`config.mk`:
```
export PLATFORM = sky130hd
export DESIGN_NAME = strobed_handshake_ports
export DESIGN_NICKNAME = d
export VERILOG_FILES = /design/src/core/strobed_handshake_ports_pkg.sv /design/src/core/byte_skid_buffer.sv /design/src/core/pin_sync.sv /design/src/core/strobed_handshake_ports.sv
export VERILOG_INCLUDE_DIRS = /design/src /design/src/core
export SDC_FILE = /design/constraint.sdc
export NUM_CORES = 1
export LEC_CHECK = 0
export BUFFER_PORTS_ARGS = -buffer_cell sky130_fd_sc_hd__buf_2
export CORE_ASPECT_RATIO = 0.5
export CORE_MARGIN = 3
export CORE_UTILIZATION = 61
export CTS_CLUSTER_DIAMETER = 200
export CTS_CLUSTER_SIZE = 25
export DETAILED_ROUTE_END_ITERATION = 10
export GPL_TIMING_DRIVEN = 1
export PLACE_DENSITY = 0.93
export SYNTH_ARGS = -nofsm -noshare
export SYNTH_HDL_FRONTEND = slang
export SYNTH_SLANG_ARGS = --single-unit
export TNS_END_PERCENT = 20
```
`constraint.sdc`:
```
create_clock -name ref_clk -period 13.95 [get_ports ref_clk]
set_input_delay 2.79 -clock ref_clk [delete_from_list [all_inputs] [get_ports ref_clk]]
set_output_delay 2.79 -clock ref_clk [all_outputs]
set_load 0.02 [all_outputs]
```
`src/core/strobed_handshake_ports_cfg.svh`:
```
// register offsets, field positions and reset values for the strobed ports
`ifndef STROBED_HANDSHAKE_PORTS_CFG_SVH
`define STROBED_HANDSHAKE_PORTS_CFG_SVH

`define OFS_FIRST_DATA 2'h0
`define OFS_SECOND_DATA 2'h1
`define OFS_HANDSHAKE 2'h2
`define OFS_MODE_CFG 2'h3

// mode word fields
`define CFG_FLAG_BIT 7
`define CFG_A_MODE_BIT 5
`define CFG_A_DIR_BIT 4
`define CFG_CU_DIR_BIT 3
`define CFG_B_MODE_BIT 2
`define CFG_B_DIR_BIT 1
`define CFG_CL_DIR_BIT 0

// bit op fields
`define BSR_SEL_HI 3
`define BSR_SEL_LO 1
`define BSR_VAL_BIT 0

// third port line positions
`define LINE_B_IRQ 0
`define LINE_B_FULL 1
`define LINE_B_ENA 2
`define LINE_A_IRQ 3
`define LINE_A_IN_ENA 4
`define LINE_A_IN_FULL 5
`define LINE_A_OUT_ENA 6
`define LINE_A_OUT_FULL 7

`define RST_BYTE 8'h00
`define RST_MODE_CFG 8'h9b

`endif

```
`src/core/strobed_handshake_ports_pkg.sv`:
```
// shared types for the strobed ports block
package strobed_handshake_ports_pkg;
    // one host register access
    typedef struct packed {
        logic [1:0] addr;
        logic wr;
        logic rd;
        logic [7:0] wdata;
    } host_req_t;

    // decoded group direction
    typedef enum logic [1:0] {
        GRP_BASIC = 2'b00,
        GRP_IN = 2'b01,
        GRP_OUT = 2'b11
    } grp_mode_t;
endpackage

```
`src/core/byte_skid_buffer.sv`:
```
// two-entry byte buffer with valid/ready on both sides
`timescale 1ns/10ps
module byte_skid_buffer #(
    parameter int WIDTH = 8,
    parameter int DEPTH = 2
) (
    input wire logic ref_clk,
    input wire logic sys_rst,
    input wire logic flush,
    input wire logic in_valid,
    output logic in_ready,
    input wire logic [WIDTH-1:0] in_data,
    output logic out_valid,
    input wire logic out_ready,
    output logic [WIDTH-1:0] out_data
);
    localparam int AW = (DEPTH > 1) ? $clog2(DEPTH) : 1;
    logic [WIDTH-1:0] mem_q [DEPTH];
    logic [AW-1:0] wp_q;
    logic [AW-1:0] rp_q;
    logic [AW:0] cnt_q;
    wire push = in_valid && in_ready;
    wire pop = out_valid && out_ready;

    // honest full and empty from the fill count
    assign in_ready = (cnt_q != (AW+1)'(DEPTH));
    assign out_valid = (cnt_q != '0);
    assign out_data = mem_q[rp_q];

    always_ff @(posedge ref_clk) begin
        if (push) begin
            mem_q[wp_q] <= in_data;
        end
    end

    // pointers wrap at depth, not at a power of two
    always_ff @(posedge ref_clk or posedge sys_rst) begin
        if (sys_rst) begin
            wp_q <= '0;
            rp_q <= '0;
            cnt_q <= '0;
        end else if (flush) begin
            wp_q <= '0;
            rp_q <= '0;
            cnt_q <= '0;
        end else begin
            if (push) begin
                wp_q <= (wp_q == AW'(DEPTH-1)) ? '0 : wp_q + 1'b1;
            end
            if (pop) begin
                rp_q <= (rp_q == AW'(DEPTH-1)) ? '0 : rp_q + 1'b1;
            end
            cnt_q <= cnt_q + (AW+1)'(push) - (AW+1)'(pop);
        end
    end
endmodule

```
`src/core/pin_sync.sv`:
```
// two-flop synchroniser for a bundle of pin levels
`timescale 1ns/10ps
module pin_sync #(
    parameter int WIDTH = 1
) (
    input wire logic ref_clk,
    input wire logic sys_rst,
    input wire logic [WIDTH-1:0] pin_in,
    output logic [WIDTH-1:0] sync_out
);
    logic [WIDTH-1:0] meta_q;

    // first stage feeds the second and nothing else; idle pins are high
    always_ff @(posedge ref_clk or posedge sys_rst) begin
        if (sys_rst) begin
            meta_q <= '1;
            sync_out <= '1;
        end else begin
            meta_q <= pin_in;
            sync_out <= meta_q;
        end
    end
endmodule

```
`src/core/strobed_handshake_ports.sv`:
```
// strobed handshake transfer logic for two data ports and the third port
`timescale 1ns/10ps
`include "strobed_handshake_ports_cfg.svh"
module strobed_handshake_ports
    import strobed_handshake_ports_pkg::*;
(
    input wire logic ref_clk,
    input wire logic sys_rst,
    input wire host_req_t host_req,
    output logic [7:0] host_rdata,
    input wire logic [7:0] first_port_in,
    output logic [7:0] first_port_out,
    output logic first_port_oe,
    input wire logic [7:0] second_port_in,
    output logic [7:0] second_port_out,
    output logic second_port_oe,
    input wire logic [7:0] third_port_in,
    output logic [7:0] third_port_out,
    output logic [7:0] third_port_oe,
    output logic first_irq_request,
    output logic second_irq_request
);
    ////////////////////////////////////////////////////////////////////////
    // line decode helper, used for both groups

    function automatic grp_mode_t grp_mode(input logic strobed,
                                           input logic dir_in);
        if (!strobed) begin
            return GRP_BASIC;
        end
        return dir_in ? GRP_IN : GRP_OUT;
    endfunction

    ////////////////////////////////////////////////////////////////////////
    // configuration and host access decode

    logic [7:0] mode_q;
    logic [7:0] line_q;
    logic [7:0] rdata_d;
    wire wr_first = host_req.wr && host_req.addr == `OFS_FIRST_DATA;
    wire wr_second = host_req.wr && host_req.addr == `OFS_SECOND_DATA;
    wire wr_third = host_req.wr && host_req.addr == `OFS_HANDSHAKE;
    wire wr_cfg = host_req.wr && host_req.addr == `OFS_MODE_CFG;
    wire rd_first = host_req.rd && host_req.addr == `OFS_FIRST_DATA;
    wire rd_second = host_req.rd && host_req.addr == `OFS_SECOND_DATA;
    wire is_mode_wr = wr_cfg && host_req.wdata[`CFG_FLAG_BIT];
    wire is_bit_wr = wr_cfg && !host_req.wdata[`CFG_FLAG_BIT];
    wire [2:0] bit_sel = host_req.wdata[`BSR_SEL_HI:`BSR_SEL_LO];
    wire bit_val = host_req.wdata[`BSR_VAL_BIT];

    // two groups, each a data port and three handshake lines of the third port
    wire grp_mode_t a_mode = grp_mode(mode_q[`CFG_A_MODE_BIT],
                                      mode_q[`CFG_A_DIR_BIT]);
    wire grp_mode_t b_mode = grp_mode(mode_q[`CFG_B_MODE_BIT],
                                      mode_q[`CFG_B_DIR_BIT]);
    wire a_in = a_mode == GRP_IN;
    wire a_out = a_mode == GRP_OUT;
    wire b_in = b_mode == GRP_IN;
    wire b_out = b_mode == GRP_OUT;

    ////////////////////////////////////////////////////////////////////////
    // pin synchronisers for the third port lines and both data ports

    logic [7:0] third_sync;
    logic [7:0] first_sync;
    logic [7:0] second_sync;

    pin_sync #(.WIDTH(8)) u_sync_third (
        .ref_clk(ref_clk),
        .sys_rst(sys_rst),
        .pin_in(third_port_in),
        .sync_out(third_sync)
    );
    pin_sync #(.WIDTH(16)) u_sync_data (
        .ref_clk(ref_clk),
        .sys_rst(sys_rst),
        .pin_in({first_port_in, second_port_in}),
        .sync_out({first_sync, second_sync})
    );

    // strobe/ack on line 4/6 for first group, line 2 for second
    wire first_strobe_n = third_sync[`LINE_A_IN_ENA];
    wire first_acknowledge_n = third_sync[`LINE_A_OUT_ENA];
    wire second_strobe_n = third_sync[`LINE_B_ENA];
    wire second_acknowledge_n = third_sync[`LINE_B_ENA];
    logic a_hs_q;
    logic b_hs_q;
    wire a_hs_now = a_in ? first_strobe_n : first_acknowledge_n;
    wire b_hs_now = b_in ? second_strobe_n : second_acknowledge_n;
    wire a_fall = a_hs_q && !a_hs_now;
    wire b_fall = b_hs_q && !b_hs_now;
    wire a_rise = !a_hs_q && a_hs_now;
    wire b_rise = !b_hs_q && b_hs_now;

    ////////////////////////////////////////////////////////////////////////
    // input latches: strobe fall captures, data waits in a buffer

    logic first_input_full;
    logic second_input_full;
    logic [7:0] a_buf_data;
    logic [7:0] b_buf_data;
    logic a_buf_ready;
    logic b_buf_ready;

    // a strobe while full still queues one more byte; a strobe with both entries taken is lost
    byte_skid_buffer #(.WIDTH(8), .DEPTH(2)) u_buf_first (
        .ref_clk(ref_clk),
        .sys_rst(sys_rst),
        .flush(is_mode_wr),
        .in_valid(a_in && a_fall),
        .in_ready(a_buf_ready),
        .in_data(first_sync),
        .out_valid(first_input_full),
        .out_ready(rd_first && a_in),
        .out_data(a_buf_data)
    );
    byte_skid_buffer #(.WIDTH(8), .DEPTH(2)) u_buf_second (
        .ref_clk(ref_clk),
        .sys_rst(sys_rst),
        .flush(is_mode_wr),
        .in_valid(b_in && b_fall),
        .in_ready(b_buf_ready),
        .in_data(second_sync),
        .out_valid(second_input_full),
        .out_ready(rd_second && b_in),
        .out_data(b_buf_data)
    );

    ////////////////////////////////////////////////////////////////////////
    // output latches and buffer-full flags

    logic [7:0] first_out_q;
    logic [7:0] second_out_q;
    logic first_output_full_n;
    logic second_output_full_n;
    logic first_irq_enable;
    logic second_irq_enable;

    // an ack edge in the write cycle loses to the write, so the
    // fresh byte is never reported as taken
    always_ff @(posedge ref_clk or posedge sys_rst) begin
        if (sys_rst) begin
            first_output_full_n <= 1'b1;
            second_output_full_n <= 1'b1;
        end else begin
            if (is_mode_wr) begin
                first_output_full_n <= 1'b1;
            end else if (wr_first && a_out) begin
                first_output_full_n <= 1'b0;
            end else if (a_out && a_fall) begin
                first_output_full_n <= 1'b1;
            end
            if (is_mode_wr) begin
                second_output_full_n <= 1'b1;
            end else if (wr_second && b_out) begin
                second_output_full_n <= 1'b0;
            end else if (b_out && b_fall) begin
                second_output_full_n <= 1'b1;
            end
        end
    end

    // output data registers latch every host write to their own offset
    always_ff @(posedge ref_clk or posedge sys_rst) begin
        if (sys_rst) begin
            first_out_q <= `RST_BYTE;
            second_out_q <= `RST_BYTE;
            a_hs_q <= 1'b1;
            b_hs_q <= 1'b1;
        end else begin
            a_hs_q <= a_hs_now;
            b_hs_q <= b_hs_now;
            if (wr_first) begin
                first_out_q <= host_req.wdata;
            end
            if (wr_second) begin
                second_out_q <= host_req.wdata;
            end
        end
    end

    ////////////////////////////////////////////////////////////////////////
    // third port: bit set/reset, enables, free lines

    wire [7:0] bit_mask = 8'h01 << bit_sel;
    wire [2:0] a_ena_line = a_in ? 3'(`LINE_A_IN_ENA)
                                 : 3'(`LINE_A_OUT_ENA);

    // enables live only in the bit op; mode words clear them
    always_ff @(posedge ref_clk or posedge sys_rst) begin
        if (sys_rst) begin
            mode_q <= `RST_MODE_CFG;
            line_q <= `RST_BYTE;
            first_irq_enable <= 1'b0;
            second_irq_enable <= 1'b0;
        end else if (is_mode_wr) begin
            mode_q <= host_req.wdata;
            line_q <= `RST_BYTE;
            first_irq_enable <= 1'b0;
            second_irq_enable <= 1'b0;
        end else if (is_bit_wr) begin
            line_q <= bit_val ? (line_q | bit_mask)
                              : (line_q & ~bit_mask);
            if ((a_in && bit_sel == 3'(`LINE_A_IN_ENA))
                || (a_out && bit_sel == 3'(`LINE_A_OUT_ENA))) begin
                first_irq_enable <= bit_val;
            end
            if ((b_in || b_out) && bit_sel == 3'(`LINE_B_ENA)) begin
                second_irq_enable <= bit_val;
            end
        end else if (wr_third) begin
            line_q <= host_req.wdata;
        end
    end

    ////////////////////////////////////////////////////////////////////////
    // requests and status word

    wire a_req = first_irq_enable
        && (a_in ? first_input_full : (a_out && first_output_full_n));
    wire b_req = second_irq_enable
        && (b_in ? second_input_full : (b_out && second_output_full_n));

    // handshake lines owned by each group; rest stay free lines
    wire [7:0] a_own = a_in ? 8'h38 : (a_out ? 8'hc8 : 8'h00);
    wire [7:0] b_own = (b_in || b_out) ? 8'h07 : 8'h00;
    wire [7:0] a_stat = a_in
        ? {2'b00, first_input_full, first_irq_enable, a_req, 3'b000}
        : {first_output_full_n, first_irq_enable, 2'b00, a_req,
           3'b000};
    wire [7:0] b_stat = b_in
        ? {5'b00000, second_irq_enable, second_input_full, b_req}
        : {5'b00000, second_irq_enable, second_output_full_n,
           b_req};
    // strobes and acks are not read back, only flags are
    wire [7:0] free_lines = ~(a_own | b_own);
    wire [7:0] status_word = (a_stat & a_own) | (b_stat & b_own)
        | (third_sync & free_lines & ~third_port_oe);
    wire [7:0] free_out = line_q & free_lines;
    wire [7:0] hs_out = {first_output_full_n, 1'b0, first_input_full,
                         1'b0, a_req, 1'b0, b_in ? second_input_full
                         : second_output_full_n, b_req};

    // read mux, registered to meet the output rule
    always_comb begin
        rdata_d = `RST_BYTE;
        case (host_req.addr)
            `OFS_FIRST_DATA: rdata_d = a_in ? a_buf_data : first_out_q;
            `OFS_SECOND_DATA: rdata_d = b_in ? b_buf_data : second_out_q;
            `OFS_HANDSHAKE: rdata_d = status_word;
            default: rdata_d = `RST_BYTE;
        endcase
    end

    // drive pins; strobe/ack lines are inputs so never enabled
    always_ff @(posedge ref_clk or posedge sys_rst) begin
        if (sys_rst) begin
            host_rdata <= `RST_BYTE;
            first_port_out <= `RST_BYTE;
            second_port_out <= `RST_BYTE;
            first_port_oe <= 1'b0;
            second_port_oe <= 1'b0;
            third_port_out <= `RST_BYTE;
            third_port_oe <= `RST_BYTE;
            first_irq_request <= 1'b0;
            second_irq_request <= 1'b0;
        end else begin
            host_rdata <= host_req.rd ? rdata_d : `RST_BYTE;
            first_port_out <= first_out_q;
            second_port_out <= second_out_q;
            first_port_oe <= !mode_q[`CFG_A_DIR_BIT];
            second_port_oe <= !mode_q[`CFG_B_DIR_BIT];
            third_port_out <= (hs_out & (a_own | b_own)) | free_out;
            third_port_oe <= ((a_own | b_own) & 8'hab)
                | (free_lines & {{4{!mode_q[`CFG_CU_DIR_BIT]}},
                                 {4{!mode_q[`CFG_CL_DIR_BIT]}}});
            first_irq_request <= a_req;
            second_irq_request <= b_req;
        end
    end

    wire unused_ok = &{1'b0, a_buf_ready, b_buf_ready, a_rise, b_rise,
                       a_ena_line};
endmodule

```
Yosys cells after proc, flatten, opt, wreduce, memory -nomap -nowiden
Memory sizes are Yosys's and may differ from the RTL's.
Index checks and enable logic that the tools add are counted.
{"block": "word_totals", "register_bits": 136, "mem_bits_rw": 32, "input_bits": 38, "output_inout_bits": 44, "mem_count": 2}
{"block": "op_classes", "addsub": 8, "n_eq_ne": 12, "shift": 1, "muxes": 51, "bitwise_logic": 17, "reduce_logical": 53}
{"memory": "u_buf_first.mem_q", "depth": 2, "word_bits": 8, "rd": 1, "rd_clocked_by_memory_dff": 0, "write_ports": 1, "line_no": "byte_skid_buffer.sv:18", "source": "logic [WIDTH-1:0] mem_q [DEPTH];"}
{"memory": "u_buf_second.mem_q", "depth": 2, "word_bits": 8, "rd": 1, "rd_clocked_by_memory_dff": 0, "write_ports": 1, "line_no": "byte_skid_buffer.sv:18"}
{"operator": "two-way mux 8 bit", "count": 10}
{"operator": "AND 8 bit", "count": 7}
{"operator": "two-way mux 1 bit", "count": 32}
{"operator": "OR 8 bit", "count": 4}
{"operator": "logical AND 1 bit", "count": 29}
{"operator": "inverter 8 bit", "count": 3}
{"operator": "one-hot mux 8 bit (3 select lines)", "count": 1}
{"operator": "nonzero test 2 bit", "count": 9}
{"operator": "OR 8 x 3 -> 8 bit", "count": 2}
{"operator": "two-way mux 2 bit", "count": 7}
{"operator": "nonzero test 3 bit", "count": 3}
{"operator": "equality test 2 bit (second input constant)", "count": 4}
{"operator": "<< shifter 1 x 3 -> 8 bit (first input constant)", "count": 1}
{"operator": "zero test 1 bit", "count": 7}
{"operator": "equality test 2 x 1 -> 1 bit (second input constant)", "count": 3}
{"operator": "equality test 3 bit (second input constant)", "count": 2}
{"operator": "adder 1 bit (second input constant)", "count": 4}
{"operator": "adder 2 x 1 -> 2 bit", "count": 2}
{"operator": "inequality test 2 bit (second input constant)", "count": 2}
{"operator": "AND reduction 2 bit", "count": 2}
{"operator": "subtractor 2 x 1 -> 2 bit", "count": 2}
{"operator": "AND 3 bit", "count": 1}
{"operator": "equality test 3 x 2 -> 1 bit (second input constant)", "count": 1}
{"operator": "two-way mux 3 bit", "count": 1}
{"operator": "other kinds (2)", "count": 3}

Depth between registers and ports, before layout
Gate-level depths: netlist of the first run.
{"block": "logic_depth", "ltp_word": 12, "ltp_mapped": 9, "ltp_nobuf": 8}

Hierarchy
Synthesis of the first run repeated with hierarchy kept, for this count alone.
{"block": "hier_totals", "cells_unflattened": 440, "hier_area_um2": 6424.9}
{"module": "strobed_handshake_ports", "n_inst": 1, "cells_per_inst": 292, "area_per_inst_um2": 3489.6}
{"module": "byte_skid_buffer", "n_inst": 2, "cells_per_inst": 49, "area_per_inst_um2": 833.3}
{"module": "pin_sync (u_sync_data)", "n_inst": 1, "cells_per_inst": 33, "area_per_inst_um2": 844.6}
{"module": "pin_sync (u_sync_third)", "n_inst": 1, "cells_per_inst": 17, "area_per_inst_um2": 424.2}

Worst setup path before layout of the first run
Ideal clock, no wire load.
{"block": "synth_timing", "kind": "input to register", "start": "input port host_req[11] (netlist bit)", "end": "register u_buf_second.cnt_q[1]", "arrival_ns": 4.154, "path_slack_ns": 9.677, "cell_stages": 9, "cell_sequence": "buf_6 > nand2b_4 > nor4b_2 > ha_1 > inv_1 > ha_1 > xor2_1 > xnor2_1 > nor2_1"}
{"block": "synth_via", "elab_chain_len": 6, "word_cells_on_any_way": 9, "cone_classes": "1 x add/sub; 2 x eq/ne; 1 x mux; 5 x reduce/logical"}
{"element": "start: declaration", "line_no": "strobed_handshake_ports.sv:9", "source": "input wire host_req_t host_req,"}
{"element": "equality test 2 x 1 -> 1 bit"}
{"element": "logical AND 1 bit (no source line)"}
{"element": "logical AND 1 bit", "line_no": "strobed_handshake_ports.sv:125", "source": ".out_ready(rd_second && b_in),"}
{"element": "logical AND 1 bit", "line_no": "byte_skid_buffer.sv:23", "source": "wire pop = out_valid && out_ready;"}
{"element": "subtractor 2 x 1 -> 2 bit", "line_no": "byte_skid_buffer.sv:53", "source": "cnt_q <= cnt_q + (AW+1)'(push) - (AW+1)'(pop);"}
{"element": "two-way mux 2 bit (*)", "line_no": "byte_skid_buffer.sv:42", "source": "end else if (flush) begin"}
{"element": "end signal: assignment", "line_no": "byte_skid_buffer.sv:53"}
{"element": "end: declaration", "line_no": "byte_skid_buffer.sv:21", "source": "logic [AW:0] cnt_q;"}
Every way passes the cells marked *; elsewhere a longest branch is shown, timed or not.
A chain may end at the register's enable or synchronous reset.

Worst setup path in the final report of the first run
{"block": "layout_timing", "start": "input port host_req[10] (netlist bit)", "end": "register u_buf_second.cnt_q[1]"}
The elaborated chain is that of the path after synthesis.

==> flow_summary.toml, run 1 <==
[clock_tree]
cts_buffers = 17
max-clock-path-buffers = 2
postCtsResizedCells = 0
postCtsHoldBufs = 0
cts_tree = "yes"
postCtsSetupRepairBufs = 0
root_buffer = "clkbuf_16"
ctsHtreeMaxLevel = 4
clock_latency_ns = 0.43
cts.reportedPaths.clkPinSlew_ns = 0.06
cts.sinks = 167

[logic_synthesis]
synth_area_per_cell_um2 = 14.1
async_reset_ff_share_pct = 80.8
synth_top_area_share_pct = 31.3
synth_warnings = 0
netlist_area_um2 = 6320
synth_fp_nets = 491
seq_area_frac_synth_pct = 69.8
synth.distinct_cells = 49
synth_top_cell_by_area = "dfrtp_1"
synth-edff-count = 32
netlist_instances = 449
ys.flop_type = "dfrtp_1"
yosys_register_bits = 167
synthTopCellsByArea = "dfrtp_1, dfstp_2, edfxtp_1, mux2i_1, mux2_2"

[pwr]
seqPwrFrac_pct = 49.2
switchingPower_mw = 0.371
p_comb_share_pct = 16.4
leakage_nw = 3.16
swShare_pct = 29.1
clkPwrFrac_pct = 34.4
p_int_mw = 0.903
power_density_nw_per_um2 = 175
ir_drop_v = 0.000102

[timing]
post-route-period-util_pct = 31.2
post-route-min-period_ns = 4.35
fmax_ghz = 0.230
slew_headroom_pct = 30.8
fin_worst_skew_ns = 0.00615
holdWs_ns = 0.355
rsz0062_at_grt = "false"
setup_viol = 0
worst_pin_slew_ns = 1.04
tns_ns = 0
finalHoldViolCount = 0
slew_violations = 0

[placement]
dp.cells = 641
globalplace.congestion = 0.877
io_buffer_count = 81
hpwl_mm = 8.46

[routing]
avgRoutedWirePerCell_um = 19.2
top_layer = "met5"
ant_nets = 0
first_pass_iters = 5
wl_met2_mm = 5.89
drt_first_iter_violations = 410
dr_wl_met3_mm = 1.09
wirelength_met1_mm = 5.50
drc = 0
viasPerCell = 5.76
vias = 3879
wl_mm = 12.9

[die]
ioPinCount = 82
die_w_um = 150
die_y_um = 78.0
rows = 25
dieArea_um2 = 11700
start_util_pct = 64.7
core-area_um2 = 9760

[setup_path]
crit_path_max_fanout = 25
crit_type = "in2reg"
critPathLaunchType = "input port"
critPathArrivalTime_ns = 4.63
endpoint_kind = "register"
crit_required_ns = 14.23

[grt]
grt_pass1_vias = 3881
grt_pass1_wl_mm = 21.0
grt_max_degree = 86
antenna_found_initial = 0
gr-total-overflow = 0
grt_usage_pct = 24.1

[layout]
nets = 567
diodes = 0
areaGrowthSynthToFinish_pct = 15.3
drive_above_1_share_pct = 35.7
stdcell_count = 673

[status]
status = "finished, final reports clean"

[worst_hold_path]
min-delay-path-class = "reg2reg"

[flow_run]
cap_viol_max_count = 0
-- through the flow --
step | power, mW | area [µm²] | setup slack, ns | utilization, %
6_report | 1.27 | 7280 | 9.60 | 74.6
5_1_grt | 1.32 | 7280 | 9.50 | 74.6
4_1_cts | 1.27 | 7280 | 9.65 | 74.6
3_5_place_dp | 0.838 | 6730 | 9.22 | 69.0
3_3_place_gp | 0.827 | 6730 | 9.34 | 69.0
2_1_floorplan | 0.770 | 6320 | 7.64 | -
-- state kept, by name, summed over array words and instances (netlist names), 8 cells and up --
name	cells
u_sync_third.sync_out	8
first_port_out	8
second_out_q	8
second_port_out	8
u_buf_first.mem_q	16
host_rdata	8
first_out_q	8
u_buf_second.mem_q	16
third_port_out	8
u_sync_data.sync_out	16
u_sync_data.meta_q	16
u_sync_third.meta_q	8
line_q	8
-- worst max-delay path: stages --
cell and delay [ns]:
buf_2 0.42, nand2b_4 0.15, nor4b_2 0.37, ha_1 0.31
inv_1 0.07, ha_1 0.15, xor2_1 0.18, xnor2_1 0.14
nor2_1 0.05
-- power groups by stage --
stage | Clock [mW] | Sequential (mW) | Combinational [mW]
finish | 0.438 | 0.627 | 0.209
global route | 0.461 | 0.634 | 0.228
CTS | 0.440 | 0.625 | 0.209
detailed placement | 0 | 0.633 | 0.205
global placement | 0 | 0.630 | 0.197
floorplan | 0 | 0.640 | 0.130
-- final cells by class --
type / instances / area, µm²
clock buffer: 21 / 450
clock inverter: 11 / 101
fill: 582 / 2470
inverter: 18 / 70.1
multi-input combinational: 238 / 1660
sequential: 167 / 4410
tap: 135 / 169
timing repair buffer: 83 / 420
-- cells in the mapped netlist (2+ instances only) --
| cell | number |
|---|---|
| o21a_1 | 5 |
| nor2_1 | 20 |
| o221ai_1 | 7 |
| a31oi_1 | 6 |
| a211o_1 | 4 |
| buf_6 | 7 |
| clkbuf_1 | 3 |
| mux2i_1 | 26 |
| nand2_1 | 36 |
| and3_1 | 4 |
| o311a_1 | 2 |
| a211oi_1 | 4 |
| and2_1 | 10 |
| o21ai_0 | 17 |
| a21oi_1 | 10 |
| dfrtp_1 | 79 |
| nand3b_1 | 5 |
| buf_2 | 13 |
| a21o_1 | 4 |
| o211ai_1 | 7 |
| edfxtp_1 | 32 |
| xor2_1 | 3 |
| nor3b_1 | 6 |
| nor2b_1 | 6 |
| nand2b_1 | 7 |
| o22ai_1 | 2 |
| dfstp_2 | 56 |
| ha_1 | 4 |
| buf_4 | 2 |
| o21ai_2 | 3 |
| nor3_1 | 2 |
| mux2_2 | 15 |
| nand3_1 | 4 |
| inv_1 | 18 |
| xnor2_1 | 6 |
-- per-layer routing --
metal | global-route usage [%] | vias to the layer above
li1 | - | 1718
met1 | 33.5 | 1933
met2 | 35.4 | 187
met3 | 7.35 | 39
met4 | 10.9 | 2
met5 | 0 | -
-- cells by family after synthesis --
group | Yosys count | synth area share, %
flops | 167 | 69.8
fa+ha+maj | 4 | 0.792
simple gates | 108 | 8.99
mux | 41 | 6.79
xor+xnor | 9 | 1.25
buf+inv | 44 | 3.84
compound gates | 76 | 8.52
-- worst paths after layout --
kind / from / endpoint / slack, ns / cells after the start
hold / removal: u_sync_data.meta_q[9] / u_sync_data.sync_out[9] / 0.36 / 0
max in group asynchronous: sys_rst / third_port_out[3] / 10.06 / 3
setup / recovery: host_req[10] / u_buf_second.cnt_q[1] / 9.60 / 9
min in group asynchronous: sys_rst / first_port_out[3] / 2.45 / 2
hold reg to reg: u_sync_data.meta_q[9] / u_sync_data.sync_out[9] / 0.36 / 0
setup reg to reg: mode_q[4] / u_buf_first.mem_q[0][0] / 11.56 / 3
-- cell usage in the layout (no fill, tap or decap), types with 6 or more instances in the layout --
cell type  netlist  final
o221ai_1         7      7
and2_1          10     10
a31oi_1          6      6
mux2i_1         26     26
mux2_2          15     15
nor2b_1          6      6
clkbuf_16        0     17
nor2_1          20     20
dfstp_2         56     56
edfxtp_1        32     32
o21ai_0         17     17
dfrtp_1         79     79
o211ai_1         7      7
inv_1           18     17
xnor2_1          6      6
a21oi_1         10     10
buf_2           13     81
nor3b_1          6      6
nand2_1         36     36
nand2b_1         7      7
Power figures use the tool's default switching activity.
==> run 2: changes to the inputs <==
--- a/config.mk
+++ b/config.mk
@@ -9,12 +9,12 @@
 export BUFFER_PORTS_ARGS = -buffer_cell sky130_fd_sc_hd__buf_2
 export CORE_ASPECT_RATIO = 0.5
 export CORE_MARGIN = 3
-export CORE_UTILIZATION = 61
+export CORE_UTILIZATION = 51
 export CTS_CLUSTER_DIAMETER = 200
 export CTS_CLUSTER_SIZE = 25
 export DETAILED_ROUTE_END_ITERATION = 10
 export GPL_TIMING_DRIVEN = 1
-export PLACE_DENSITY = 0.93
+export PLACE_DENSITY = 0.84
 export SYNTH_ARGS = -nofsm -noshare
 export SYNTH_HDL_FRONTEND = slang
 export SYNTH_SLANG_ARGS = --single-unit
==> constraint.sdc (replaced) <==
create_clock -name ref_clk -period 4 [get_ports ref_clk]
set_input_delay 0.8 -clock ref_clk [delete_from_list [all_inputs] [get_ports ref_clk]]
set_output_delay 0.8 -clock ref_clk [all_outputs]
set_load 0.02 [all_outputs]
==> run 2 against run 1 <==
Effect of this change: sequential share of layout area is 0.96 points lower; register-to-register slack worse by 9.9 ns; wire length down 1.5%; worst setup slack lost 7.9 ns; core utilization fell by 13 points; critical path type is now reg2reg; highest routed layer is now met4.
==> flow_summary.toml, run 2 (synthesis results as in run 1) <==
[timing]
rsz0062_at_grt = "false"
tns_ns = 0
worst_pin_slew_ns = 1.02
fin_worst_skew_ns = 0.00731
slew_headroom_pct = 31.8
slew_violations = 0
finalHoldViolCount = 0
fmax_ghz = 0.431
setup_viol = 0
post-route-min-period_ns = 2.32
post-route-period-util_pct = 58.0

[setup_path]
critPathArrivalTime_ns = 2.36
crit_type = "reg2reg"
path_buf_inv = 0
critPathLaunchType = "register"
crit_path_start = "mode_q[4]"
regToRegEndpoint = "u_buf_first.mem_q[0][1]"
crit_path_top_delay_cell = "dfstp_2"
r2r_slack_ns = 1.68
crit_required_ns = 4.04
endpoint_kind = "register"
cp_cell_sequence = "nand2_4 -> a2111oi_4 -> nor2b_1"
r2r_cells = 3
cpPeakStageDelay_ns = 0.65
r2r-start = "mode_q[4]"
critPathTopFamily = "simple AND/OR/NAND/NOR gates"
crit_end = "u_buf_first.mem_q[0][1]"
cp.depth = 3
crit_path_max_fanout = 10

[placement]
dpl-instance-area_um2 = 6790
hpwl_mm = 8.68
globalplace.congestion = 0.878
dp.cells = 672
io_buffer_count = 81

[pwr]
p_total_mw = 4.58
p_comb_share_pct = 15.9
power_density_nw_per_um2 = 619
swShare_pct = 28.3
clkPwrFrac_pct = 36.5
p_int_mw = 3.29
leakage_nw = 3.21
seqPwrFrac_pct = 47.6
switchingPower_mw = 1.30
ir_drop_v = 0.000283

[routing]
viasPerCell = 5.29
drc = 0
vias = 3727
avgRoutedWirePerCell_um = 18.1
wl_mm = 12.7
drt_first_iter_violations = 303
first_pass_iters = 7
ant_nets = 0

[clock_tree]
ctsHtreeMaxLevel = 4
clock_latency_ns = 0.41
cts.reportedPaths.clkPinSlew_ns = 0.06
postCtsResizedCells = 0
max-clock-path-buffers = 2
postCtsSetupRepairBufs = 0
cts_tree = "yes"
cts.sinks = 167
postCtsHoldBufs = 0
cts_buffers = 17
root_buffer = "clkbuf_16"

[die]
start_util_pct = 52.9
die_y_um = 84.7
core-area_um2 = 11900
ioPinCount = 82
dieArea_um2 = 13800
die_w_um = 163
rows = 28

[layout]
diodes = 0
final_util_pct = 62.0
design_area_um2 = 7400
nets = 568
drive_above_1_share_pct = 36.5
areaGrowthSynthToFinish_pct = 17.2
final_cell_mix = "buf_2, dfrtp_1, dfstp_2"
stdcell_count = 704
final_common_cell = "buf_2"

[grt]
grt_max_degree = 67
grt_usage_pct = 19.8
grt_pass1_wl_mm = 20.6
gr-total-overflow = 0
grt_pass1_vias = 3817
antenna_found_initial = 0

[flow_run]
cap_viol_max_count = 0

[worst_hold_path]
min-delay-path-class = "reg2reg"

[status]
status = "finished, final reports clean"
## run 2: cell types whose count changed in the layout (fill, tap and decap cells not counted), sizes merged
cell | previous run | this run
inv | 19 | 22
bufinv | 1 | 3
clkinv | 6 | 4
clkbuf | 21 | 18
buf | 83 | 84
## run 2: layer usage
| metal | vias to the layer above | GRT usage [%] | routed length (µm) |
|---|---|---|---|
| li1 | 1716 | - | - |
| met1 | 1820 | 27.7 | 5580 |
| met2 | 167 | 29.8 | 5900 |
| met3 | 24 | 5.77 | 1040 |
| met4 | 0 | 7.60 | 221 |
| met5 | - | 0 | 0 |
## run 2: cell type report
type                    instances  area, µm²
clock buffers                  18        439
multi-input cells             238       1660
fillers                       872       4540
inverters                      18       71.3
repair buffers                 84        440
well taps                     165        206
flip-flops and latches        167       4410
clock inverters                14        171
## run 2: how the worst min path moves through the flow
stage / from / endpoint / slack, ns / depth (start not counted)
after floorplan: u_sync_data.meta_q[0] / u_sync_data.sync_out[0] / 0.35 / 0
after global placement: u_sync_data.meta_q[14] / u_sync_data.sync_out[14] / 0.35 / 0
after detailed placement: u_sync_data.meta_q[13] / u_sync_data.sync_out[13] / 0.35 / 0
after CTS: u_sync_data.meta_q[8] / u_sync_data.sync_out[8] / 0.36 / 0
after global routing: u_sync_data.meta_q[9] / u_sync_data.sync_out[9] / 0.36 / 0
final: u_sync_third.meta_q[5] / u_sync_third.sync_out[5] / 0.35 / 0
## run 2: stage by stage
stage	setup slack, ns	hold slack (ns)
after floorplan	1.57	0.345
after global placement	1.36	0.346
after detailed placement	1.30	0.347
after CTS	1.68	0.355
after global routing	1.56	0.359
final	1.68	0.353
## run 2: power groups by stage
stage	Combinational, mW	Sequential [mW]	Clock, mW
2_1_floorplan	0.454	2.23	0
3_3_place_gp	0.701	2.20	0
3_5_place_dp	0.722	2.21	0
4_1_cts	0.732	2.18	1.71
5_1_grt	0.795	2.21	1.78
6_report	0.731	2.18	1.67
## run 2: worst register-to-register path, delay by kind of cell, from the launching register on
family | cells | cell delay [ns]
compound gates | 1 | 0.51
flops | 1 | 0.65
simple gates | 2 | 0.79
